[src/core/mcs_pkg.sv]
package mcs_pkg;
	localparam int NUM_REGS = 8;
	localparam int DATA_W = 8;

	// register indices into the decode vector
	localparam int IDX_STACK = 0;
	localparam int IDX_DPTR_LO = 1;
	localparam int IDX_DPTR_HI = 2;
	localparam int IDX_PWR = 3;
	localparam int IDX_CONF = 4;
	localparam int IDX_STATUS = 5;
	localparam int IDX_ACC = 6;
	localparam int IDX_AUX = 7;

	// direct-address offsets
	localparam logic [7:0] OFF_STACK = 8'h81;
	localparam logic [7:0] OFF_DPTR_LO = 8'h82;
	localparam logic [7:0] OFF_DPTR_HI = 8'h83;
	localparam logic [7:0] OFF_PWR = 8'h87;
	localparam logic [7:0] OFF_CONF = 8'haf;
	localparam logic [7:0] OFF_STATUS = 8'hd0;
	localparam logic [7:0] OFF_ACC = 8'he0;
	localparam logic [7:0] OFF_AUX = 8'hf0;
	localparam logic [7:0] REG_OFFS [NUM_REGS] = '{OFF_STACK, OFF_DPTR_LO, OFF_DPTR_HI,
		OFF_PWR, OFF_CONF, OFF_STATUS, OFF_ACC, OFF_AUX};

	// reset values
	localparam logic [7:0] RST_STACK = 8'h07;
	localparam logic [7:0] RST_DPTR_LO = 8'h00;
	localparam logic [7:0] RST_DPTR_HI = 8'h00;
	localparam logic [7:0] RST_PWR = 8'h00;
	localparam logic [7:0] RST_CONF = 8'h80;
	localparam logic [7:0] RST_STATUS = 8'h00;
	localparam logic [7:0] RST_ACC = 8'h00;
	localparam logic [7:0] RST_AUX = 8'h00;

	// status word fields
	localparam int ST_CARRY = 7;
	localparam int ST_HALF = 6;
	localparam int ST_USER_A = 5;
	localparam int ST_BANK_HI = 4;
	localparam int ST_BANK_LO = 3;
	localparam int ST_WRAP = 2;
	localparam int ST_USER_B = 1;
	localparam int ST_PAR = 0;

	// power control and configuration fields
	localparam int PWR_BAUD_DBL = 7;
	localparam int CONF_KEEP = 7;
	localparam int CONF_UART_ENH = 6;
	localparam int CONF_SYNC_SEL = 5;
	localparam int CONF_IR_EN = 4;
	localparam int CONF_XRAM_HI = 1;
	localparam int CONF_XRAM_LO = 0;
	localparam logic [7:0] CONF_WR_MASK = 8'hf3;

	typedef enum logic [2:0] {
		OP_NONE = 3'h0,
		OP_ADD = 3'h1,
		OP_ADDC = 3'h2,
		OP_SUBB = 3'h3,
		OP_MUL = 3'h4,
		OP_DIV = 3'h5
	} mcs_alu_op_t;

	function automatic logic in_sfr_space(input logic [7:0] addr);
		return addr[7];
	endfunction
endpackage

[src/core/mcs_dir_decode.sv]
`timescale 1ns/1ps
module mcs_dir_decode (
	input logic [7:0] addr,
	input logic direct,
	output logic [mcs_pkg::NUM_REGS-1:0] sel
);
	// indirect cycles never select a register, even at a matching offset
	genvar i;
	generate
		for (i = 0; i < mcs_pkg::NUM_REGS; i++) begin : g_sel
			assign sel[i] = direct && mcs_pkg::in_sfr_space(addr) &&
				(addr == mcs_pkg::REG_OFFS[i]);
		end
	endgenerate
endmodule // mcs_dir_decode

[src/core/mcs_acc_path.sv]
`timescale 1ns/1ps
module mcs_acc_path (
	input logic [7:0] acc_cur,
	input logic core_we,
	input logic [7:0] core_data,
	input logic bus_we,
	input logic [7:0] bus_data,
	output logic [7:0] acc_next,
	output logic par_next
);
	// a direct store from the bus wins over a core result in the same cycle
	always_comb begin
		acc_next = acc_cur;
		if (core_we) begin
			acc_next = core_data;
		end
		if (bus_we) begin
			acc_next = bus_data;
		end
		par_next = ^acc_next;
	end
endmodule // mcs_acc_path

[src/core/mcs_sfr_bank.sv]
`timescale 1ns/1ps
module mcs_sfr_bank #(
	parameter logic [7:0] CONF_RESET = mcs_pkg::RST_CONF
) (
	input logic mclk,
	input logic rst_n,
	input logic [7:0] sfr_addr,
	input logic sfr_direct,
	input logic sfr_wr,
	input logic sfr_rd,
	input logic [7:0] sfr_wdata,
	output logic [7:0] sfr_rdata,
	output logic sfr_ack,
	input logic core_acc_we,
	input logic [7:0] core_acc_data,
	input logic core_aux_we,
	input logic [7:0] core_aux_data,
	input logic core_dptr_we,
	input logic [15:0] core_dptr_data,
	input logic core_dptr_inc,
	input logic core_stack_push,
	input logic core_stack_pop,
	input logic core_flag_we,
	input mcs_pkg::mcs_alu_op_t core_alu_op,
	input logic core_carry,
	input logic core_half,
	input logic core_wrap,
	input logic [7:0] ir_carrier_pin_sel,
	output logic [7:0] acc_q,
	output logic [7:0] aux_q,
	output logic [7:0] status_word,
	output logic [1:0] bank_sel,
	output logic [15:0] data_ptr,
	output logic [7:0] stack_top_index,
	output logic baud_double,
	output logic uart_enhance_en,
	output logic sync_port_select,
	output logic ir_carrier_en,
	output logic [7:0] ir_mod_pin_mask,
	output logic xram_movx_en
);
	typedef struct packed {
		logic [7:0] stack;
		logic [7:0] dptr_lo;
		logic [7:0] dptr_hi;
		logic [7:0] pwr;
		logic [7:0] conf;
		logic [7:0] status;
		logic [7:0] acc;
		logic [7:0] aux;
		logic [7:0] rdata;
		logic ack;
		logic uart_enh;
		logic sync_sel;
		logic ir_en;
		logic [7:0] mod_mask;
		logic movx_en;
	} mcs_bank_state_t;

	localparam logic [7:0] CONF_RST_M = CONF_RESET & mcs_pkg::CONF_WR_MASK;
	localparam mcs_bank_state_t ST_RESET = '{
		stack: mcs_pkg::RST_STACK,
		dptr_lo: mcs_pkg::RST_DPTR_LO,
		dptr_hi: mcs_pkg::RST_DPTR_HI,
		pwr: mcs_pkg::RST_PWR,
		conf: CONF_RST_M,
		status: mcs_pkg::RST_STATUS,
		acc: mcs_pkg::RST_ACC,
		aux: mcs_pkg::RST_AUX,
		rdata: 8'h00,
		ack: 1'b0,
		uart_enh: CONF_RST_M[mcs_pkg::CONF_UART_ENH],
		sync_sel: CONF_RST_M[mcs_pkg::CONF_SYNC_SEL],
		ir_en: CONF_RST_M[mcs_pkg::CONF_IR_EN],
		mod_mask: 8'h00,
		movx_en: |CONF_RST_M[mcs_pkg::CONF_XRAM_HI:mcs_pkg::CONF_XRAM_LO]
	};

	mcs_bank_state_t st_ff;
	mcs_bank_state_t nxt_st;
	logic [mcs_pkg::NUM_REGS-1:0] sel;
	logic [7:0] acc_next;
	logic par_next;
	logic [15:0] dptr_cur;
	logic stat_wr;

	mcs_dir_decode u_decode (
		.addr(sfr_addr),
		.direct(sfr_direct),
		.sel(sel)
	);

	mcs_acc_path u_acc (
		.acc_cur(st_ff.acc),
		.core_we(core_acc_we),
		.core_data(core_acc_data),
		.bus_we(sfr_wr && sel[mcs_pkg::IDX_ACC]),
		.bus_data(sfr_wdata),
		.acc_next(acc_next),
		.par_next(par_next)
	);

	assign dptr_cur = {st_ff.dptr_hi, st_ff.dptr_lo};
	assign stat_wr = sfr_wr && sel[mcs_pkg::IDX_STATUS];

	always_comb begin
		nxt_st = st_ff;
		nxt_st.ack = 1'b0;
		nxt_st.rdata = 8'h00;

		// core-side updates; bus stores below override them
		if (core_stack_push) begin
			nxt_st.stack = st_ff.stack + 8'h01;
		end else if (core_stack_pop) begin
			nxt_st.stack = st_ff.stack - 8'h01;
		end
		if (core_dptr_we) begin
			nxt_st.dptr_lo = core_dptr_data[7:0];
			nxt_st.dptr_hi = core_dptr_data[15:8];
		end else if (core_dptr_inc) begin
			{nxt_st.dptr_hi, nxt_st.dptr_lo} = dptr_cur + 16'h0001;
		end
		if (core_aux_we) begin
			nxt_st.aux = core_aux_data;
		end
		if (core_flag_we) begin
			case (core_alu_op)
				mcs_pkg::OP_ADD, mcs_pkg::OP_ADDC: begin
					nxt_st.status[mcs_pkg::ST_CARRY] = core_carry;
					nxt_st.status[mcs_pkg::ST_HALF] = core_half;
					nxt_st.status[mcs_pkg::ST_WRAP] = core_wrap;
				end
				mcs_pkg::OP_SUBB, mcs_pkg::OP_MUL, mcs_pkg::OP_DIV: begin
					nxt_st.status[mcs_pkg::ST_CARRY] = core_carry;
					nxt_st.status[mcs_pkg::ST_WRAP] = core_wrap;
				end
				default: begin
				end
			endcase
		end

		// direct stores; indirect cycles never get a select
		if (sfr_wr) begin
			if (sel[mcs_pkg::IDX_STACK]) begin
				nxt_st.stack = sfr_wdata;
			end
			if (sel[mcs_pkg::IDX_DPTR_LO]) begin
				nxt_st.dptr_lo = sfr_wdata;
			end
			if (sel[mcs_pkg::IDX_DPTR_HI]) begin
				nxt_st.dptr_hi = sfr_wdata;
			end
			if (sel[mcs_pkg::IDX_PWR]) begin
				// reserved power bits are kept as written; software owns them
				nxt_st.pwr = sfr_wdata;
			end
			if (sel[mcs_pkg::IDX_CONF]) begin
				nxt_st.conf = sfr_wdata & mcs_pkg::CONF_WR_MASK;
			end
			if (sel[mcs_pkg::IDX_STATUS]) begin
				// user flags and bank select are plain storage
				nxt_st.status[7:1] = sfr_wdata[7:1];
			end
			if (sel[mcs_pkg::IDX_AUX]) begin
				nxt_st.aux = sfr_wdata;
			end
		end

		// parity tracks the accumulator value that lands with this edge
		nxt_st.acc = acc_next;
		nxt_st.status[mcs_pkg::ST_PAR] = par_next;

		// decoded configuration outputs registered alongside the register
		nxt_st.uart_enh = nxt_st.conf[mcs_pkg::CONF_UART_ENH];
		nxt_st.sync_sel = nxt_st.conf[mcs_pkg::CONF_SYNC_SEL];
		nxt_st.ir_en = nxt_st.conf[mcs_pkg::CONF_IR_EN];
		nxt_st.mod_mask = nxt_st.conf[mcs_pkg::CONF_IR_EN] ? ir_carrier_pin_sel : 8'h00;
		nxt_st.movx_en = |nxt_st.conf[mcs_pkg::CONF_XRAM_HI:mcs_pkg::CONF_XRAM_LO];

		// read answers show the value held before this edge
		if ((sfr_rd || sfr_wr) && (|sel)) begin
			nxt_st.ack = 1'b1;
		end
		if (sfr_rd) begin
			if (sel[mcs_pkg::IDX_STACK]) begin
				nxt_st.rdata = st_ff.stack;
			end
			if (sel[mcs_pkg::IDX_DPTR_LO]) begin
				nxt_st.rdata = st_ff.dptr_lo;
			end
			if (sel[mcs_pkg::IDX_DPTR_HI]) begin
				nxt_st.rdata = st_ff.dptr_hi;
			end
			if (sel[mcs_pkg::IDX_PWR]) begin
				nxt_st.rdata = st_ff.pwr;
			end
			if (sel[mcs_pkg::IDX_CONF]) begin
				nxt_st.rdata = st_ff.conf;
			end
			if (sel[mcs_pkg::IDX_STATUS]) begin
				nxt_st.rdata = st_ff.status;
			end
			if (sel[mcs_pkg::IDX_ACC]) begin
				nxt_st.rdata = st_ff.acc;
			end
			if (sel[mcs_pkg::IDX_AUX]) begin
				nxt_st.rdata = st_ff.aux;
			end
		end
	end

	always_ff @(posedge mclk) begin
		if (!rst_n) begin
			st_ff <= ST_RESET;
		end else begin
			st_ff <= nxt_st;
		end
	end

	assign sfr_rdata = st_ff.rdata;
	assign sfr_ack = st_ff.ack;
	assign acc_q = st_ff.acc;
	assign aux_q = st_ff.aux;
	assign status_word = st_ff.status;
	assign bank_sel = st_ff.status[mcs_pkg::ST_BANK_HI:mcs_pkg::ST_BANK_LO];
	assign data_ptr = dptr_cur;
	assign stack_top_index = st_ff.stack;
	assign baud_double = st_ff.pwr[mcs_pkg::PWR_BAUD_DBL];
	assign uart_enhance_en = st_ff.uart_enh;
	assign sync_port_select = st_ff.sync_sel;
	assign ir_carrier_en = st_ff.ir_en;
	assign ir_mod_pin_mask = st_ff.mod_mask;
	assign xram_movx_en = st_ff.movx_en;

	logic arith_all;
	logic arith_nohalf;
	assign arith_all = core_flag_we && (core_alu_op inside {mcs_pkg::OP_ADD, mcs_pkg::OP_ADDC,
		mcs_pkg::OP_SUBB, mcs_pkg::OP_MUL, mcs_pkg::OP_DIV});
	assign arith_nohalf = core_flag_we && (core_alu_op inside {mcs_pkg::OP_SUBB,
		mcs_pkg::OP_MUL, mcs_pkg::OP_DIV, mcs_pkg::OP_NONE});
endmodule // mcs_sfr_bank

[config.mk]
export PLATFORM = sky130hd
export DESIGN_NAME = mcs_sfr_bank
export DESIGN_NICKNAME = d
export VERILOG_FILES = /design/src/core/mcs_pkg.sv /design/src/core/mcs_dir_decode.sv /design/src/core/mcs_acc_path.sv /design/src/core/mcs_sfr_bank.sv
export SDC_FILE = /design/constraint.sdc
export NUM_CORES = 1
export LEC_CHECK = 0
export BUFFER_PORTS_ARGS = -buffer_cell sky130_fd_sc_hd__buf_2
export CAP_MARGIN = 20
export CORE_MARGIN = 4
export CORE_UTILIZATION = 45
export CTS_CLUSTER_SIZE = 40
export DETAILED_ROUTE_END_ITERATION = 16
export PLACE_DENSITY = 0.71
export SLEW_MARGIN = 10
export SYNTH_ARGS = -nofsm -noshare
export SYNTH_HDL_FRONTEND = slang
export SYNTH_SLANG_ARGS = --single-unit
[constraint.sdc]
create_clock -name mclk -period 3.49 [get_ports mclk]
set_clock_uncertainty 0.15 [all_clocks]
set_input_delay 0.349 -clock mclk [delete_from_list [all_inputs] [get_ports mclk]]
set_output_delay 0.349 -clock mclk [all_outputs]
set_load 0.1 [all_outputs]
# Yosys cells after proc, flatten, opt, wreduce, memory -nomap -nowiden
# Index checks and enable logic that the tools add are counted.
# word_totals
register_bits,83
inputBits,74
wordCells,85
# classes
n_addsub,3
eq_ne,13
mux,30
reduce_logical,22
# op_table
cell,count
two-way mux 8 bit,20
equality test 8 bit (second input constant),8
two-way mux 47 bit,1
two-way mux 16 bit,2
adder 16 x 1 -> 16 bit (second input constant),1
logical AND 1 bit,11
AND reduction 2 bit,5
adder 8 x 1 -> 8 bit (second input constant),1
OR reduction 8 bit,1
XOR reduction 8 bit,1
subtractor 8 x 1 -> 8 bit (second input constant),1
two-way mux 7 bit,1
equality test 3 x 2 -> 1 bit (second input constant),2
equality test 3 bit (second input constant),2
two-way mux 1 bit,5
OR reduction 5 bit,1
OR reduction 2 bit,2
equality test 3 x 1 -> 1 bit (second input constant),1
two-way mux 2 bit,1
logical OR 1 bit,1

# Depth between registers and ports, before layout
# Gate-level depths: netlist of run 1.
# depth
ltp_word,10
depth_mapped,8
ltp_nobuf,8

# Cells and area by module
# A second synthesis of run 1 with hierarchy kept.
# unflattened
cells_unflattened,606
hier_area_um2,4923.5
# by_module_without_submodules
module,instances,cells_each,area_per_inst_um2
mcs_sfr_bank,1,555,4535.6
mcs_acc_path,1,33,247.7
mcs_dir_decode,1,18,140.1

# Worst setup path after synthesis of run 1
# No wires, ideal clock.
# synth_timing
path_type,input to register
start,input sfr_addr[3]
end,"register st_ff, in the netlist ir_mod_pin_mask[0]"
t_arrival_ns,1.802
t_required_ns,3.225
setup_slack_ns,1.423
path_stages,7
path_buffers,1
path_cell_list,buf_2 > or3b_2 > nor3_4 > nand2_1 > nand2_1 > a21oi_1 > and2_1
# synth_via
elab_chain_len,5
# synth_rtl
element,line_no,source
from (decl),mcs_sfr_bank.sv:7,"input logic [7:0] sfr_addr,"
equality test 8 bit,mcs_dir_decode.sv:12,(addr == mcs_pkg::REG_OFFS[i]);
logical AND 1 bit,mcs_dir_decode.sv:11,assign sel[i] = direct && mcs_pkg::in_sfr_space(addr) &&
two-way mux 8 bit,mcs_sfr_bank.sv:157,if (sel[mcs_pkg::IDX_CONF]) begin
two-way mux 47 bit,mcs_sfr_bank.sv:143,if (sfr_wr) begin
AND reduction 2 bit (no line),-,
to (signal assigned),mcs_sfr_bank.sv:216,st_ff <= nxt_st;
to (decl),mcs_sfr_bank.sv:79,mcs_bank_state_t st_ff;
# No other way between the ends.
# A chain may end at the register's enable or synchronous reset.

# Worst setup path after layout of run 1
# layout_timing
start,input sfr_addr[4]
end,"register st_ff, in the netlist ir_mod_pin_mask[6]"
# The elaborated chain is that of the path after synthesis.

==> results of run 1 <==
sequential cells by signal, summed over array words and instances, names as in the netlist:
signal / cells
st_ff: 13
baud_double: 1
stack_top_index: 8
acc_q: 8
xram_movx_en: 1
sfr_rdata: 8
sfr_ack: 1
ir_mod_pin_mask: 8
aux_q: 8
status_word: 8
data_ptr: 16
how the worst max path moves through the flow:
stage,endpoint,startpoint,depth (start not counted)
floorplan,ir_mod_pin_mask[0],sfr_addr[3],7
global placement,ir_mod_pin_mask[4],sfr_addr[4],7
detailed placement,ir_mod_pin_mask[2],sfr_addr[4],7
CTS,ir_mod_pin_mask[2],sfr_addr[4],7
global route,ir_mod_pin_mask[0],sfr_addr[4],7
finish,ir_mod_pin_mask[6],sfr_addr[4],7
power by group through the flow:
stage / sequential [mW] / combinational [mW] / clock, mW
2_1_floorplan: 1.00 / 0.517 / 0
3_3_place_gp: 1.02 / 0.584 / 0
3_5_place_dp: 1.02 / 0.591 / 0
4_1_cts: 1.00 / 0.593 / 0.765
5_1_grt: 1.01 / 0.630 / 0.805
6_report: 1.00 / 0.593 / 0.758
cell families after synthesis:
| group | synth area share |
|---|---|
| compound gates | 0.151 |
| xor+xnor | 0.0690 |
| simple gates | 0.205 |
| buf+inv | 0.142 |
| mux | 0.0998 |
| fa+ha+maj | 0.00960 |
| flops | 0.323 |
synth_stat cells (8+ instances only):
master / n / area share
a22oi_1: 8 / 0.012
xnor2_1: 22 / 0.039
xor2_1: 17 / 0.030
a21oi_1: 38 / 0.038
nand2_1: 69 / 0.052
mux2i_1: 46 / 0.093
o21ai_0: 30 / 0.030
a211oi_1: 23 / 0.035
dfxtp_1: 80 / 0.32
nand3_1: 22 / 0.022
and2_1: 10 / 0.013
nor2_1: 66 / 0.050
inv_1: 14 / 0.011
nor3_1: 11 / 0.011
clkbuf_1: 33 / 0.025
buf_4: 66 / 0.10
layer usage:
layer	vias to the layer above	part of all wire	track usage
met3	23	0.067	0.0342
met2	184	0.47	0.351
met1	2145	0.45	0.295
met4	0	0.017	0.0721
li1	2213	-	-
met5	-	0	0
cells in the final DEF, fill, tap and decap left out, types with 2 or more instances in the layout:
master,synthesis,final
o221ai_1,2,2
buf_2,5,145
nand2_1,69,69
buf_4,66,5
nor4_1,5,4
ha_1,3,3
a32o_1,3,3
nand4_1,7,7
nand3_1,22,22
and2_1,10,10
clkbuf_8,0,11
nand3b_1,2,2
a211oi_1,23,23
a22oi_1,8,8
nor2b_1,4,4
o211ai_1,5,5
a21oi_1,38,38
bufinv_16,0,2
nor3_1,11,11
inv_1,14,14
xor2_1,17,17
o22ai_1,5,5
nor4_2,1,2
o21ai_0,30,30
mux2i_1,46,46
mux2_2,3,3
or2_2,3,3
xnor2_1,22,22
a311oi_1,2,2
dfxtp_1,80,80
nor2_1,66,66
and3_1,4,4
or3_1,2,2
nand2b_1,2,2
final cells by class:
| cell class | count | area (sq um) |
|---|---|---|
| flip-flops and latches | 80 | 1600 |
| repair buffers | 150 | 763 |
| well taps | 140 | 175 |
| clock inverters | 3 | 65.1 |
| fillers | 1059 | 5330 |
| inverters | 14 | 52.6 |
| multi-input cells | 428 | 2650 |
| clock buffers | 12 | 155 |
==> flow_summary_export.csv, run 1 <==
group,metric,value,unit
drt,vias,4565,
power,p_comb_frac,0.252,
cells_and_area,area_delta_synth_final,10.4,%
synth,synthArstFlopShare,0,
timing,fin_hold_ws,56.8,ps
floorplanning,rows,38,
drt,drc,0,
synth,ys_ff_latch,80,
worst_setup_path,cp-start-kind,"input pin",
synth,syn_area_per_cell,7.89,sq um
cells_and_area,drive_gt1_frac,0.258,
power,seqPwrFrac,0.426,
min_path,hold_end,"ir_mod_pin_mask[4]",
floorplanning,io_pins,146,
worst_setup_path,cp_slowest_cell,"or3b_2",
floorplanning,die_h,113,microns
cells_and_area,nNetsFinal,760,
worst_setup_path,r2r_end,"data_ptr[15]",
power,p_sw,818,uW
placed_design,detailed_place_hpwl,10.5,mm
cts,cts_sinks,80,
drt,vias_per_cell,5.52,
synth,ys_seq_area_frac,0.323,
cells_and_area,instances_no_fill,827,
global_route,grt_pass1_wl,22.3,mm
global_route,grt_usage,0.217,
cts,cts_max_level,3,
power,internal_power,1.54,mW
drt,drt_iter0_drc,365,
floorplanning,die_area,0.0127,sq mm
synth,synth_edf_count,0,
cts,clkTransAtPathRegs,80,ps
placed_design,dp_worst_setup_slack,874,ps
cts,cts_buffer_depth,2,
timing,setup_tns,0,ps
cells_and_area,fin_area,0.00547,sq mm
global_route,grt.overflow.total,0,
floorplanning,die_w,113,microns
worst_setup_path,critPathTopFamily,"simple AND/OR/NAND/NOR gates",
floorplanning,core,0.0108,sq mm
timing,hold_violations,0,
placed_design,place_inst,812,
global_route,antenna_found_initial,0,
power,p_leak,2.39,nW
synth,synth_ff_type,"dfxtp_1",
power,pwr-share-clk,0.322,
drt,wl_per_cell,17.1,microns
global_route,grt_max_degree,35,
cells_and_area,final_core_util,0.506,
timing,rsz0062_at_grt,"false",
power,swShare,0.347,
placed_design,placed_area,0.00525,sq mm
synth,synth_cell_type_count,47,
worst_setup_path,cpMostUsedCell,"nand2_1",
worst_setup_path,r2r-start,"data_ptr[2]",
cts,cts_resized,0,
timing,tightest_slew,887,ps
synth,syn_area,0.00495,sq mm
timing,layout_setup_ws,1200,ps
drt,wl,14.2,mm
worst_setup_path,required,3570,ps
global_route,grt_pass1_vias,4365,
worst_setup_path,endpoint_kind,"flop",
power,power.total,2.35,mW
timing,period_minus_slack,2290,ps
worst_setup_path,path_class,"in2reg",
run_status,run_status,"finished, final reports clean",
worst_setup_path,path_cells,"buf_2 -> or3b_2 -> nor3_4 -> nand2_1 -> nand2_1 -> a21oi_1 -> and2_1",
floorplanning,initial_core_util,0.459,
worst_setup_path,arrival,2370,ps
timing,slew_headroom,0.408,
cts,clkLatencyLatePin,350,ps
worst_setup_path,slowest_delay,510,ps
flow_run,cap_violations,0,
worst_setup_path,reg2reg_depth,6,
power,power_density,431,mW/mm^2
timing,setup_viol,0,
drt,ant_nets,0,
worst_setup_path,worst-path-max-fanout,15,
timing,fin_crit_sh,0.655,
synth,synth_warnings,0,
cts,cts_buffers,9,
timing,drv_slew,0,
synth,syn_nets,705,
cts,cts-hold-fix-buffers,0,
worst_setup_path,r2r_slack,1340,ps
min_path,holdPathStages,2,
placed_design,portBuffers,145,
worst_setup_path,path_buf_inv,1,
timing,fmax,0.438,GHz
placed_design,place.gp.congestion,0.930,
cts,cts_tree,"yes",
synth,syn-instance-count,628,
power,ir_drop,0.155,mV
drt,drt_first_pass_iters,5,
cells_and_area,antenna_cells,0,
cts,cts-root-buf,"clkbuf_8",
min_path,worstHoldPathType,"in2reg",
min_path,hold_start,"ir_carrier_pin_sel[4]",
cts,post_cts.repair.setup_buffers,0,
(Power assumes the default switching activity.)
==> run 2, diff against run 1 <==
Clock period 3.49 ns to 2.2 ns, I/O delays scaled along.
==> run 2 against run 1 <==
Compared with the run above:
- power grew 58%
- first-iteration DRC count decreased by 20%
- cell area up 4.7%
- wire length grew 2.7%
- core utilization up 2.4 points
- sequential power is 59% higher
- critical path depth unchanged
- flip-flop and latch count unchanged
- clock power rose by 53%
- global-route usage grew 0.25 points
- critical endpoint is now stack_top_index[6]
==> flow_summary_export.csv, run 2 (synthesis gave the netlist of run 1 again) <==
group,metric,value,unit
run_status,run_status,"finished, final reports clean",
placed_design,place_inst,832,
drt,ant_nets,0,
cells_and_area,instances_no_fill,859,
placed_design,placed_area,0.00540,sq mm
global_route,grt.overflow.total,0,
power,power_density,651,mW/mm^2
placed_design,detailed_place_hpwl,10.8,mm
cts,cts_buffers,9,
floorplanning,die_h,113,microns
timing,slew_headroom,0.580,
floorplanning,die_area,0.0127,sq mm
cells_and_area,largest_reg_flops,16,
timing,setup_viol,0,
cts,cts_resized,0,
cells_and_area,antenna_cells,0,
cts,cts-root-buf,"clkbuf_8",
cts,clkTransAtPathRegs,80,ps
cells_and_area,mostFrequentLayoutCells,"145 x buf_2, 80 x dfxtp_1, 69 x nand2_1, 66 x nor2_1, 46 x mux2i_1",
drt,vias_per_cell,5.37,
timing,hold_violations,0,
drt,drt-met1-wl,6.43,mm
placed_design,place.gp.congestion,0.892,
drt,wl_met2,6.84,mm
floorplanning,io_pins,146,
power,ir_drop,0.303,mV
timing,setup_tns,0,ps
flow_run,cap_violations,0,
worst_setup_path,worst-path-max-fanout,7,
drt,dr.max_layer_used,"met4",
timing,rsz0062_at_grt,"false",
cells_and_area,layout_commonest_cell,"buf_2",
cells_and_area,drive_gt1_frac,0.277,
timing,fin_hold_ws,21.7,ps
timing,drv_slew,0,
worst_setup_path,required,2320,ps
worst_setup_path,path_class,"reg2reg",
cts,cts_sinks,80,
drt,drc,0,
drt,wl_per_cell,16.9,microns
power,power.total,3.73,mW
floorplanning,core,0.0108,sq mm
timing,period_minus_slack,1900,ps
worst_setup_path,path_cells,"inv_1 -> ha_1 -> nand3b_1 -> o31ai_1 -> o21ai_0 -> xor2_1 -> a211oi_1",
timing,tightest_slew,629,ps
cts,cts_tree,"yes",
cells_and_area,area_delta_synth_final,15.5,%
worst_setup_path,arrival,2020,ps
global_route,grt_max_degree,58,
worst_setup_path,cp-start-kind,"flop",
cts,cts_max_level,3,
drt,drt_first_pass_iters,5,
floorplanning,die_w,113,microns
global_route,grt_pass1_vias,4286,
power,p_leak,2.53,nW
cells_and_area,fin_area,0.00572,sq mm
drt,drt_iter0_drc,293,
worst_setup_path,slowest_delay,390,ps
cts,cts_buffer_depth,2,
worst_setup_path,endpoint_kind,"flop",
drt,wl,14.6,mm
timing,fin_crit_sh,0.864,
min_path,worstHoldPathType,"in2reg",
drt,dr_wl_met3,1.02,mm
global_route,antenna_found_initial,0,
worst_setup_path,cp_slowest_cell,"dfxtp_1",
floorplanning,initial_core_util,0.459,
cells_and_area,nNetsFinal,791,
global_route,grt_pass1_wl,22.2,mm
drt,vias,4612,
timing,fmax,0.526,GHz
global_route,grt_usage,0.219,
cts,clkLatencyLatePin,360,ps
floorplanning,rows,38,
placed_design,portBuffers,145,
cts,cts-hold-fix-buffers,11,
cts,post_cts.repair.setup_buffers,0,
## run 2: cell count changes in the layout (fill, tap and decap cells not counted)
cell           change
clkinv_4           +4
bufinv_16          -1
dlygate4sd3_1     +11
clkinv_2           -1
clkbuf_1           -1
buf_4             +20
## run 2: cell type report
type                       instances  area (sq um)
sequential                        80          1600
tap                              140           175
clock inverter                     5          65.1
timing repair buffer             181          1020
fill                            1041          5070
inverter                          14          52.6
multi-input combinational        428          2650
clock buffer                      11           151
## run 2: final timing paths
check | startpoint | cells after the start | endpoint | slack, ps
hold / removal | core_flag_we | 3 | status_word[2] | 20
setup reg to reg | stack_top_index[0] | 7 | stack_top_index[6] | 300
hold reg to reg | st_ff[46] | 2 | st_ff[46] | 340
setup / recovery | stack_top_index[0] | 7 | stack_top_index[6] | 300
## run 2: critical path, delay by kind of cell, from the launching register on
family / cells / cell delay, ps
compound gates: 3 / 740
xor+xnor: 1 / 170
fa+ha+maj: 1 / 150
buf+inv: 1 / 120
flops: 1 / 390
simple gates: 1 / 100
## run 2: report_power, final
part	switching [mW]	total (mW)	internal [mW]	leakage, nW
logic	0.712	0.974	0.262	1.77
registers	0.0828	1.59	1.51	0.653
clock network	0.569	1.16	0.594	0.110
## run 2: through the flow
stage | setup slack [ps] | util
4_1_cts | 293 | 0.530
3_3_place_gp | 210 | 0.500
3_5_place_dp | 144 | 0.500
2_1_floorplan | 262 | -
6_report | 300 | 0.530
5_1_grt | 133 | 0.530
## run 2: routing by layer
metal / track usage / up-vias
met3: 0.0380 / 18
met1: 0.295 / 2131
met2: 0.363 / 188
met5: 0 / -
li1: - / 2275
met4: 0.0601 / 0
==> run 3, diff against run 2 <==
Settings changed: CORE_UTILIZATION 45 to 30, PLACE_DENSITY 0.71 to default.
==> run 3 against run 2 <==
Compared with the run above:
- via count decreased by 0.33%
- clock-buffer cell count unchanged
- sequential share of layout area decreased by 1.1 points
- worst hold slack improved by 1.6 ps
- sequential power about the same
- maximum frequency decreased by 0.29%
- wire length increased by 10%
- power increased by 10%
- critical path depth unchanged
- critical path type unchanged
- critical endpoint unchanged
- register-to-register slack about the same
- non-clock buffer count increased by 9
==> flow_summary_export.csv, run 3 (synthesis gave the netlist of run 1 again) <==
group,metric,value,unit
run_status,run_status,"finished, final reports clean",
placed_design,detailed_place_hpwl,12.1,mm
global_route,grt.met2_usage,0.273,
min_path,worstHoldPathType,"in2reg",
cts,post_cts.repair.setup_buffers,0,
flow_run,cap_violations,0,
worst_setup_path,arrival,2010,ps
power,power.total,4.10,mW
cells_and_area,layout_commonest_cell,"buf_2",
timing,fin_crit_sh,0.866,
cells_and_area,regArea,0.00160,sq mm
global_route,grt_busiest_layer,"met2",
cells_and_area,fillers,1681,
cells_and_area,area_delta_synth_final,20.4,%
cells_and_area,multi_input_area,0.00265,sq mm
drt,vias_per_cell,4.87,
global_route,grt.overflow.total,0,
worst_setup_path,endpoint_kind,"flop",
cts,cts_tree,"yes",
drt,drc,0,
timing,tightest_slew,516,ps
timing,slew_headroom,0.659,
global_route,grt_pass1_vias,4411,
worst_setup_path,r2r_slack,290,ps
timing,hold_violations,0,
worst_setup_path,cp-start-kind,"flop",
global_route,met1_usage,0.232,
floorplanning,core,0.0161,sq mm
global_route,antenna_found_initial,0,
cells_and_area,final_core_util,0.371,
timing,fmax,0.525,GHz
drt,vias,4597,
floorplanning,die_area,0.0186,sq mm
placed_design,dp_worst_setup_slack,184,ps
cts,cts_max_level,3,
floorplanning,die_w,136,microns
cts,clkLatencyLatePin,340,ps
timing,period_minus_slack,1910,ps
global_route,grt_pass1_wl,24.4,mm
cts,clkTransAtPathRegs,60,ps
placed_design,place.gp.congestion,0.901,
floorplanning,die_h,136,microns
timing,rsz0062_at_grt,"false",
cts,cts_buffer_depth,2,
timing,drv_slew,0,
global_route,grt_usage,0.171,
global_route,grt_max_degree,35,
timing,setup_tns,0,ps
cells_and_area,nNetsFinal,800,
worst_setup_path,worst-path-max-fanout,7,
cells_and_area,mostFrequentLayoutCells,"145 x buf_2, 80 x dfxtp_1, 69 x nand2_1, 66 x nor2_1, 46 x mux2i_1",
drt,wl_per_cell,17.0,microns
drt,wl,16.0,mm
cts,cts_sinks,80,
power,power_density,688,mW/mm^2
worst_setup_path,path_class,"reg2reg",
placed_design,portBuffers,145,
cells_and_area,largest_reg_flops,16,
timing,layout_setup_ws,295,ps
global_route,globalRouteMet3Util,0.0274,
timing,setup_viol,0,
drt,drt_iter0_drc,363,
floorplanning,rows,46,
worst_setup_path,required,2310,ps
floorplanning,initial_core_util,0.308,
drt,drt_first_pass_iters,5,
floorplanning,io_pins,146,
cells_and_area,drive_gt1_frac,0.286,
drt,ant_nets,0,
cells_and_area,antenna_cells,0,
cts,cts_resized,0,
power,ir_drop,0.353,mV
power,p_leak,2.61,nW
cts,cts_buffers,9,
cts,cts-root-buf,"clkbuf_16",
==> run 3: cell types whose count changed in the layout (fill, tap and decap cells not counted), sizes merged <==
cell,change
buf,+10
clkinv,-1
clkinvlp,+1
dlygate4sd3,-1
==> run 3: layout make-up <==
type | count | area share
clock buffers | 11 | 0.0407
clock inverters | 5 | 0.00944
inverters | 14 | 0.00881
multi-input cells | 428 | 0.445
flip-flops and latches | 80 | 0.269
well taps | 216 | 0.0453
repair buffers | 190 | 0.183
==> run 3: per-stage QoR <==
stage               cell area, sq um  hold slack [ps]  std cells
floorplan                       4950              132        628
global placement                5570              271        918
detailed placement              5570              274        918
CTS                             5960             12.8        944
global route                    5960             36.0        944
finish                          5960             23.3        944
==> run 3: worst paths after layout <==
kind / depth (start not counted) / endpoint / startpoint
hold / removal: 3 / status_word[2] / core_wrap
hold reg to reg: 2 / status_word[5] / status_word[5]
setup / recovery: 7 / stack_top_index[6] / stack_top_index[0]
setup reg to reg: 7 / stack_top_index[6] / stack_top_index[0]
==> run 3: what timing repair did <==
| item | 4_1_cts | 5_1_grt |
|---|---|---|
| endpoints found under the setup margin | 0 | 0 |
| hold endpoints to repair | 13 | 0 |
| hold buffers | 10 | 0 |
==> run 3: critical path, cell delays in order, from the launching register on <==
cell,delay (ps)
dfxtp_1,390
inv_1,120
ha_1,160
nand3b_1,90
o31ai_1,310
o21ai_0,190
xor2_1,190
a211oi_1,230
==> run 3: layer usage <==
layer | vias to the layer above | part of all wire | routed length, microns
li1 | 2294 | - | -
met1 | 2142 | 0.47 | 7480
met2 | 136 | 0.46 | 7410
met3 | 25 | 0.048 | 762
met4 | 0 | 0.021 | 342
met5 | - | 0 | 0
==> run 3: power breakdown <==
group	leakage (nW)	internal, mW	switching, mW
Combinational	1.82	0.271	0.719
Clock	0.145	0.908	0.610
Sequential	0.653	1.51	0.0860
Total	2.61	2.69	1.42
